## src/rtl/sbla_pkg.sv

```systemverilog
/*
 Shared constants and types of the serial boot loader with automatic baud detection.
 Assumes a single CPU clock domain; the user includes nothing, every use is scoped.
*/
package sbla_pkg;
	// clock rate of the block
	localparam int          CLK_HZ        = 10000000;
	// internal RAM loading window and jump target
	localparam logic [15:0] LOAD_BASE     = 16'hFA40;
	localparam logic [15:0] LOAD_LAST     = 16'hFA5F;
	localparam logic [5:0]  LOAD_BYTES    = 6'h20;
	localparam logic [5:0]  LOAD_LASTIDX  = 6'h1F;
	localparam logic [23:0] JUMP_ADDR     = 24'h00FA40;
	localparam logic [23:0] RESET_PC      = 24'h000000;
	// reload computation: (count - offset) / divisor
	localparam logic [15:0] MEAS_OFFSET   = 16'h0024;
	localparam logic [15:0] MEAS_DIV      = 16'h0048;
	localparam logic [15:0] MEAS_MAX      = 16'hFFFF;
	localparam logic [1:0]  MEAS_PRE_LAST = 2'h3;
	// bit period in clocks is (reload + 1) shifted by this amount, i.e. times 32
	localparam int          BAUD_SHIFT    = 5;
	// frame layout: index 0 start, 1..8 data, 9 stop
	localparam logic [3:0]  FRAME_LAST    = 4'h9;
	localparam logic [3:0]  DATA_LAST     = 4'h8;
	localparam logic [9:0]  TX_IDLE       = 10'h3FF;
	// flash window tags, address bits 23..15
	localparam logic [8:0]  FLASH_SEG0    = 9'h000;
	localparam logic [8:0]  FLASH_SEG1    = 9'h002;

	// sequencer states, one-hot
	typedef enum logic [7:0] {
		ST_INIT       = 8'h01,
		ST_NORMAL     = 8'h02,
		ST_WAIT_HIGH  = 8'h04,
		ST_WAIT_START = 8'h08,
		ST_MEASURE    = 8'h10,
		ST_TX_ID      = 8'h20,
		ST_LOAD       = 8'h40,
		ST_RUN        = 8'h80
	} sbla_state_t;
endpackage

```

## src/rtl/sbla_loader.sv

```systemverilog
/*
 Boot loader sequencer: strap sampling, zero-byte baud measurement, identification byte,
 32-byte load into internal RAM, jump, and flash fetch redirection while loader mode holds.
 Assumes rst_n is the hardware reset, sw_reset a one-cycle software reset request,
 and that the RAM port and fetch inputs are synchronous to clk.
*/
`timescale 1ns/1ps
`default_nettype none
module sbla_loader #(
	parameter logic [7:0] ID_BYTE = 8'h3C, // arbitrary value
	parameter bit         ROMLESS = 1'b0
) (
	// clock and reset
	input  wire logic        clk,
	input  wire logic        rst_n,
	input  wire logic        sw_reset,
	// straps
	input  wire logic        boot_select_pin,
	input  wire logic        external_access_select_n,
	// serial link
	input  wire logic        boot_serial_rx,
	output logic             boot_serial_tx,
	output logic             boot_serial_tx_oe,
	// internal RAM write port
	output logic             ram_we,
	output logic [15:0]      ram_addr,
	output logic [7:0]       ram_wdata,
	input  wire logic        ram_ready,
	// bytes received after the initial load
	output logic             app_rx_valid,
	output logic [7:0]       app_rx_data,
	input  wire logic        app_rx_ready,
	// program flow
	output logic             jump_req,
	output logic [23:0]      jump_addr,
	output logic [23:0]      reset_pc,
	output logic             exec_external,
	// fetch redirection
	input  wire logic        fetch_valid,
	input  wire logic        fetch_is_code,
	input  wire logic [23:0] fetch_addr,
	input  wire logic        flash_in_seg1,
	output logic             fetch_to_bootrom,
	output logic             data_undefined,
	// mode and status
	output logic             boot_loader_mode,
	output logic             watchdog_disable,
	output logic             flash_restricted,
	output logic [15:0]      baud_reload_value,
	output logic             baud_error,
	output logic             rx_overrun
);
	typedef struct packed {
		sbla_pkg::sbla_state_t st;
		logic [15:0]           brl;
		logic [15:0]           bitp;
		logic [1:0]            pre;
		logic [15:0]           tmr;
		logic                  ovf;
		logic                  err;
		logic [15:0]           cnt;
		logic [3:0]            idx;
		logic [7:0]            sh;
		logic                  rxon;
		logic                  orun;
		logic                  push;
		logic [7:0]            pdata;
		logic [5:0]            nrx;
		logic [5:0]            nwr;
		logic [15:0]           waddr;
		logic [9:0]            txsh;
		logic                  txoe;
		logic                  jump;
		logic                  ext;
	} sbla_regs_t;

	localparam sbla_regs_t REG_RST = '{
		st: sbla_pkg::ST_INIT, brl: '0, bitp: '0, pre: '0, tmr: '0, ovf: 1'b0, err: 1'b0,
		cnt: '0, idx: '0, sh: '0, rxon: 1'b0, orun: 1'b0, push: 1'b0, pdata: '0,
		nrx: '0, nwr: '0, waddr: sbla_pkg::LOAD_BASE, txsh: sbla_pkg::TX_IDLE,
		txoe: 1'b0, jump: 1'b0, ext: 1'b0};

	sbla_regs_t  r;
	sbla_regs_t  next_r;
	logic [15:0] brl_calc;
	logic [15:0] per_calc;
	logic        buf_in_ready;
	logic        buf_valid;
	logic [7:0]  buf_data;
	logic        buf_out_ready;
	logic        loading;
	logic        in_flash;
	logic        push_free;

	// truncating divide; a count below the offset yields reload zero
	assign brl_calc = (r.tmr >= sbla_pkg::MEAS_OFFSET) ?
		(r.tmr - sbla_pkg::MEAS_OFFSET) / sbla_pkg::MEAS_DIV : 16'h0000;
	// bit period in clocks is 32 times (reload + 1)
	assign per_calc = 16'((brl_calc + 16'h0001) << sbla_pkg::BAUD_SHIFT);

	// mode outputs
	assign boot_loader_mode  = !(r.st inside {sbla_pkg::ST_INIT, sbla_pkg::ST_NORMAL});
	assign watchdog_disable  = boot_loader_mode;
	assign flash_restricted  = boot_loader_mode;
	assign baud_reload_value = r.brl;
	assign baud_error        = r.err;
	assign rx_overrun        = r.orun;
	assign boot_serial_tx    = r.txsh[0];
	assign boot_serial_tx_oe = r.txoe;
	assign jump_req          = r.jump;
	assign jump_addr         = sbla_pkg::JUMP_ADDR;
	assign reset_pc          = sbla_pkg::RESET_PC;
	assign exec_external     = r.ext;

	// flash window follows the segment mapping
	assign in_flash = flash_in_seg1 ? (fetch_addr[23:15] == sbla_pkg::FLASH_SEG1) :
		(fetch_addr[23:15] == sbla_pkg::FLASH_SEG0);
	assign fetch_to_bootrom = boot_loader_mode && fetch_valid && fetch_is_code && in_flash;
	assign data_undefined   = boot_loader_mode && fetch_valid && !fetch_is_code && in_flash
		&& ROMLESS;

	// the first 32 bytes go to RAM, later ones to the application stream
	assign loading       = (r.nwr != sbla_pkg::LOAD_BYTES);
	assign ram_we        = buf_valid && loading;
	assign ram_addr      = r.waddr;
	assign ram_wdata     = buf_data;
	assign app_rx_valid  = buf_valid && !loading;
	assign app_rx_data   = buf_data;
	assign buf_out_ready = loading ? ram_ready : app_rx_ready;
	// a held byte may be replaced once the buffer takes it this cycle
	assign push_free     = !r.push || buf_in_ready;

	sbla_pair_buf #(
		.W (8)
	) u_buf (
		.clk       (clk),
		.rst_n     (rst_n),
		.in_valid  (r.push),
		.in_data   (r.pdata),
		.in_ready  (buf_in_ready),
		.out_valid (buf_valid),
		.out_data  (buf_data),
		.out_ready (buf_out_ready)
	);

	// sequencer, baud measurement, transmitter and receiver
	always_comb begin
		next_r      = r;
		next_r.jump = 1'b0;
		if (r.push && buf_in_ready) begin
			next_r.push = 1'b0;
		end
		case (r.st)
			sbla_pkg::ST_INIT: begin
				// strap caught on the first edge after hardware reset
				if (boot_select_pin) begin
					next_r.st  = sbla_pkg::ST_NORMAL;
					next_r.ext = !external_access_select_n;
				end else begin
					next_r.st = sbla_pkg::ST_WAIT_HIGH;
				end
			end
			sbla_pkg::ST_NORMAL: begin
				next_r.st = sbla_pkg::ST_NORMAL;
			end
			sbla_pkg::ST_WAIT_HIGH: begin
				// a line held low from reset is not a start edge
				if (boot_serial_rx) begin
					next_r.st = sbla_pkg::ST_WAIT_START;
				end
			end
			sbla_pkg::ST_WAIT_START: begin
				if (!boot_serial_rx) begin
					next_r.st  = sbla_pkg::ST_MEASURE;
					next_r.pre = 2'h0;
					next_r.tmr = 16'h0000;
					next_r.ovf = 1'b0;
				end
			end
			sbla_pkg::ST_MEASURE: begin
				if (boot_serial_rx) begin
					if (r.ovf) begin
						// too slow a host: no usable setting, wait for a new zero byte
						next_r.err = 1'b1;
						next_r.st  = sbla_pkg::ST_WAIT_HIGH;
					end else begin
						next_r.err  = 1'b0;
						next_r.brl  = brl_calc;
						next_r.bitp = per_calc;
						next_r.st   = sbla_pkg::ST_TX_ID;
						next_r.txoe = 1'b1;
						next_r.txsh = {1'b1, ID_BYTE, 1'b0};
						next_r.idx  = 4'h0;
						next_r.cnt  = per_calc - 16'h0001;
					end
				end else begin
					// one count per four clocks over nine low bits
					next_r.pre = r.pre + 2'h1;
					if (r.pre == sbla_pkg::MEAS_PRE_LAST) begin
						if (r.tmr == sbla_pkg::MEAS_MAX) begin
							next_r.ovf = 1'b1;
						end else begin
							next_r.tmr = r.tmr + 16'h0001;
						end
					end
				end
			end
			sbla_pkg::ST_TX_ID: begin
				// identification frame at the derived rate
				if (r.cnt == 16'h0000) begin
					next_r.cnt  = r.bitp - 16'h0001;
					next_r.txsh = {1'b1, r.txsh[9:1]};
					next_r.idx  = r.idx + 4'h1;
					if (r.idx == sbla_pkg::FRAME_LAST) begin
						next_r.st  = sbla_pkg::ST_LOAD;
						next_r.idx = 4'h0;
					end
				end else begin
					next_r.cnt = r.cnt - 16'h0001;
				end
			end
			sbla_pkg::ST_LOAD, sbla_pkg::ST_RUN: begin
				// receiver keeps the measured rate for later loaded code
				if (!r.rxon) begin
					if (!boot_serial_rx) begin
						next_r.rxon = 1'b1;
						next_r.cnt  = {1'b0, r.bitp[15:1]};
						next_r.idx  = 4'h0;
					end
				end else if (r.cnt != 16'h0000) begin
					next_r.cnt = r.cnt - 16'h0001;
				end else begin
					next_r.cnt = r.bitp - 16'h0001;
					next_r.idx = r.idx + 4'h1;
					if (r.idx == 4'h0) begin
						// a start bit gone high at mid-bit was a glitch
						if (boot_serial_rx) begin
							next_r.rxon = 1'b0;
						end
					end else if (r.idx <= sbla_pkg::DATA_LAST) begin
						next_r.sh = {boot_serial_rx, r.sh[7:1]};
					end else begin
						next_r.rxon = 1'b0;
						// framing errors drop the byte and do not count
						if (boot_serial_rx) begin
							if (!push_free) begin
								next_r.orun = 1'b1;
							end else begin
								next_r.push  = 1'b1;
								next_r.pdata = r.sh;
							end
							if (r.st == sbla_pkg::ST_LOAD) begin
								next_r.nrx = r.nrx + 6'h01;
								if (r.nrx == sbla_pkg::LOAD_LASTIDX) begin
									next_r.st = sbla_pkg::ST_RUN;
								end
							end
						end
					end
				end
			end
			default: begin
				next_r.st = sbla_pkg::ST_INIT;
			end
		endcase
		// RAM writes in arrival order, jump after the last one
		if (ram_we && ram_ready) begin
			next_r.nwr   = r.nwr + 6'h01;
			next_r.waddr = r.waddr + 16'h0001;
			if (r.nwr == sbla_pkg::LOAD_LASTIDX) begin
				next_r.jump = 1'b1;
			end
		end
		// software reset ends loader mode whatever the strap
		if (sw_reset) begin
			next_r     = REG_RST;
			next_r.st  = sbla_pkg::ST_NORMAL;
			next_r.ext = !external_access_select_n;
		end
	end

	always_ff @(posedge clk or negedge rst_n) begin
		if (!rst_n) begin
			r <= REG_RST;
		end else begin
			r <= next_r;
		end
	end
endmodule
`default_nettype wire

```

## src/rtl/sbla_pair_buf.sv

```systemverilog
/*
 Two-entry valid/ready buffer carrying received bytes toward RAM or the application.
 Assumes the filler honours in_ready and the drain may stall at any time.
*/
`timescale 1ns/1ps
`default_nettype none
module sbla_pair_buf #(
	parameter int W = 8
) (
	// clock and reset
	input  wire logic         clk,
	input  wire logic         rst_n,
	// filling side
	input  wire logic         in_valid,
	input  wire logic [W-1:0] in_data,
	output logic              in_ready,
	// draining side
	output logic              out_valid,
	output logic [W-1:0]      out_data,
	input  wire logic         out_ready
);
	typedef struct packed {
		logic [W-1:0] d0;
		logic [W-1:0] d1;
		logic [1:0]   cnt;
	} sbla_buf_t;

	sbla_buf_t r;
	sbla_buf_t next_r;
	logic      push;
	logic      pop;

	// full at two entries, so a stalled drain pushes back on the filler
	assign in_ready  = (r.cnt != 2'h2);
	assign out_valid = (r.cnt != 2'h0);
	assign out_data  = r.d0;
	assign push      = in_valid && in_ready;
	assign pop       = out_valid && out_ready;

	// entry 0 is always the head
	always_comb begin
		next_r = r;
		if (pop) begin
			next_r.d0  = r.d1;
			next_r.cnt = r.cnt - 2'h1;
		end
		if (push) begin
			if (next_r.cnt == 2'h0) begin
				next_r.d0 = in_data;
			end else begin
				next_r.d1 = in_data;
			end
			next_r.cnt = next_r.cnt + 2'h1;
		end
	end

	always_ff @(posedge clk or negedge rst_n) begin
		if (!rst_n) begin
			r <= '0;
		end else begin
			r <= next_r;
		end
	end
endmodule
`default_nettype wire

```

## config.mk

```make
export PLATFORM = sky130hd
export DESIGN_NAME = sbla_loader
export DESIGN_NICKNAME = d
export VERILOG_FILES = /design/src/rtl/sbla_pkg.sv /design/src/rtl/sbla_loader.sv /design/src/rtl/sbla_pair_buf.sv
export SDC_FILE = /design/constraint.sdc
export NUM_CORES = 1
export LEC_CHECK = 0
export ABC_AREA = 1
export BUFFER_PORTS_ARGS = -buffer_cell sky130_fd_sc_hd__buf_2
export CORE_MARGIN = 2
export CORE_UTILIZATION = 53
export CTS_BUF_LIST = sky130_fd_sc_hd__clkbuf_8
export CTS_CLUSTER_SIZE = 20
export DETAILED_ROUTE_END_ITERATION = 16
export PLACE_DENSITY = 0.85
export SYNTH_ARGS = -nofsm -noshare
export SYNTH_HDL_FRONTEND = slang
export SYNTH_SLANG_ARGS = --single-unit
```

## constraint.sdc

```tcl
create_clock -name clk -period 11.8 [get_ports clk]
set_clock_uncertainty 0.1 [all_clocks]
set_input_delay 2.36 -clock clk [delete_from_list [all_inputs] [get_ports clk]]
set_output_delay 2.36 -clock clk [all_outputs]
set_load 0.03 [all_outputs]
```

==> impl_results.md <==
- Switching pwr: 0.491 mW
- Tot GR Track Use: 0.226
- Fin. max-slew vios: 0
- Fillers: about 1800
- Placer Congestion: 0.908
- Pwr dens: around 120 nW/um2
- Syn Inst Count: between 1000 and 1500
- Hold_sp: r[58]$_DFFE_PN0P_
- Vias: approximately 9500
- Largest net degree at the start of global routing: 78
- CTS tree: done
- Design Area, Final: about 11000 um2
- Achievable Freq: roughly 0.12 GHz
- Post_cts resized: 0
- Die Span Y: 145 um
- Root buf cell: clkbuf_8
- Synth warn: 0
- Clk buf depth: 2
- Clock power frac: 0.321
- Buf/Inv on CP: 9
- Core area: between 15000 and 20000 um2
- Hold depth: 2
- Worst-Skew Late Latency: around 470 ps
- Die area: 21200 um2
- Critical path class: register to register
- Max Cap Viol: 0
- RSZ-0062 raised after global routing: false
- Row cnt: just over 50
- Critical Path Slowest Stage Cell: dfrtp_1
- Pre-CTS WS: slightly below 4000 ps
- Worst r2r src: r[85]$_DFFE_PN0P_
- FFs w/ async S/R, synth: 1.00
- Post-synth EDFFs: 0
- Non-filler instance count after layout: 1784
- Capturing point of the worst reg2reg path: r[79]$_DFFE_PN0P_
- TritonCTS Sinks: 146
- Logic pwr share: 0.243
- Avg Cell Area, Syn: around 7.2 um2
- Overflow left after global routing: 0
- # port buffers: 73
- Cell Area, Placed: around 11000 um2
- Clk slew on worst S/H paths: between 100 and 150 ps
- Ports: between 100 and 150
- Slew @ Worst Pin: roughly 1200 ps
- Layout Nets: between 1500 and 2000
- Worst VDD drop: roughly 0.073 mV
- Fin crit share: 0.684
- Final WS setup: approximately 3700 ps
- Cts bufs inserted: 17
- Initial antenna violation count: 1
- Final setup fails: 0
- Top Family by Delay on Critical Path: simple AND/OR/NAND/NOR gates
- Crit path arrival time: roughly 8300 ps
- #FFs+latches synth: roughly 150
- Outcome: completed
- Top_reg_cell synth: dfrtp_1
- Worst Hold End: r[57]$_DFFE_PN0P_
- Vias in the first global route: 9024
- Area delta synth->final: 4.81%
- R2r worst-path depth: between 60 and 70
- H-tree levels: 4
- CP peak stage delay: around 440 ps
- Initial DRC Count: just over 600
- Post-route setup TNS: 0 ps
- Sequential share of power: 0.436
- Min Hold Slack: 382 ps
- Initial Util: 0.543
- Final wirelength: around 24 mm
- Initial DRT Pass Iterations: 5
- R2r setup slk: roughly 3700 ps
- Critical-path maximum fanout: 11
- Hold buffers post-CTS: 0
- Leakage dissipation: 5.61 nW
- Hold Crit Class: register to register
- Vias per inst: 5.35
- Pint: 0.802 mW
- CP endpoint kind: register
- Critical Path RT: 12050 ps
- Crit. Startpoint: r[85]$_DFFE_PN0P_
- Remaining DRCs: 0
- Routed Antenna Nets: 0
- # placed instances: around 1800
- Switch share: 0.380
- Setup bufs post-CTS: 0
- Tmin final: between 8000 and 9000 ps
- Max-slew headroom: 0.200
- Cell repeated most along the worst path: nand2_1
- Final hold vios: 0
- Post-DP HPWL: ~18 mm
- Layout cell share with drive strength beyond 1: 0.150
- Yosys cell types: 60
- First-pass GRT wire length: a little over 40 mm
- Horiz. Die Dim: 145 um
- Seq/Total Area, Yosys: 0.347
- Mapped Area: ~11000 um2
- Critical Path Start Type: register
- Routed wire length per instance: approximately 13 um
[per-stage QoR]
stage,power (mW),utilization
global route,1.35,0.569
CTS,1.29,0.569
finish,1.29,0.569
detailed placement,0.883,0.548
global placement,0.874,0.548
floorplan,0.844,-
[layout by cell type (no fill, tap or decap), types with 37 or more instances in the layout]
cell	netlist	routed
conb_1	2	55
o22ai_1	37	37
a21oi_1	48	48
nand2_1	253	253
buf_2	0	72
nor2_1	133	133
o21ai_0	104	104
dfrtp_1	129	129
inv_1	217	217
nand3_1	116	116
[tightest hold or removal path: stages (launching register included)]
cell	delay [ps]
dfrtp_1	350
nand3_1	70
nand2_1	50
[how the worst max path moves through the flow]
stage	end	cells past startpoint	slack (ps)
final	r[79]$_DFFE_PN0P_	66	3730
after global routing	r[78]$_DFFE_PN0P_	68	2720
after CTS	r[78]$_DFFE_PN0P_	66	3800
after detailed placement	r[78]$_DFFE_PN0P_	66	3870
after global placement	r[78]$_DFFE_PN0P_	68	4050
after floorplan	fetch_to_bootrom	3	5110
[power by group through the flow]
stage          combinational (mW)  sequential [mW]  clock, mW
2_1_floorplan               0.273            0.571          0
3_3_place_gp                0.303            0.571          0
3_5_place_dp                0.310            0.573          0
4_1_cts                     0.312            0.563      0.419
5_1_grt                     0.346            0.568      0.438
6_report                    0.314            0.564      0.415
[kinds of logic after synthesis]
kind of cell / share of synthesized area
other: 0.000708
AND/OR/NAND/NOR: 0.299
AO/OA/AOI/OAI: 0.134
XOR/XNOR: 0.0287
adder cells (fa/ha/maj): 0.0248
buffers and inverters: 0.166
multiplexers: 0.00106
flip-flops: 0.347
[sequential cells by signal, summed over array words and instances (netlist names), 8 cells and up]
name,count
u_buf.out_data,8
r,96
u_buf.r,10
ram_addr,16
baud_reload_value,10
[layout make-up]
type,instances,area (um2),area share
Multi-Input combinational cell,1023,5390,0.485
Tap cell,265,332,0.0298
Clock buffer,17,234,0.0210
Clock inverter,15,180,0.0162
Inverter,240,903,0.0813
Antenna cell,1,2.50,0.000225
Timing Repair Buffer,77,402,0.0361
Sequential cell,146,3670,0.331
[routing by layer]
layer / routed length (um) / track usage / vias to the layer above
met5: 0 / 0 / -
met4: 463 / 0.0794 / 0
met3: 1650 / 0.0476 / 48
met2: 11400 / 0.372 / 311
met1: 10500 / 0.297 / 4430
li1: - / - / 4756
[synthesized netlist by cell type, types with 2 or more instances]
library cell	instances	area, um2
nand3_2	6	60.1
nor2_2	9	56.3
nand2_1	253	950
o21a_1	5	37.5
o22ai_1	37	231
o21ai_1	12	60.1
a22o_1	2	17.5
buf_6	2	22.5
o311ai_0	2	17.5
a211oi_1	6	45.0
inv_2	19	71.3
o31ai_1	3	22.5
and2_1	3	18.8
nor3_2	2	20.0
xnor2_1	5	43.8
nand2_4	8	90.1
buf_1	2	7.51
nand2_2	35	219
clkinv_1	3	11.3
clkbuf_1	21	78.8
nor4_1	16	100
nor3_1	30	150
a31oi_1	9	56.3
nand3_4	2	35.0
xor2_1	26	228
o32ai_1	3	26.3
dfstp_2	17	447
dfrtp_1	129	3230
inv_1	217	815
nor3b_1	5	37.5
nand4_2	3	37.5
conb_1	2	7.51
o21ai_0	104	521
o211ai_1	6	45.0
buf_4	99	743
nor2_1	133	499
a221oi_1	2	17.5
nor2_4	4	45.0
nand3_1	116	581
ha_1	21	263
a21oi_1	48	240
nand4_1	35	219
Power figures use the tool's default switching activity.
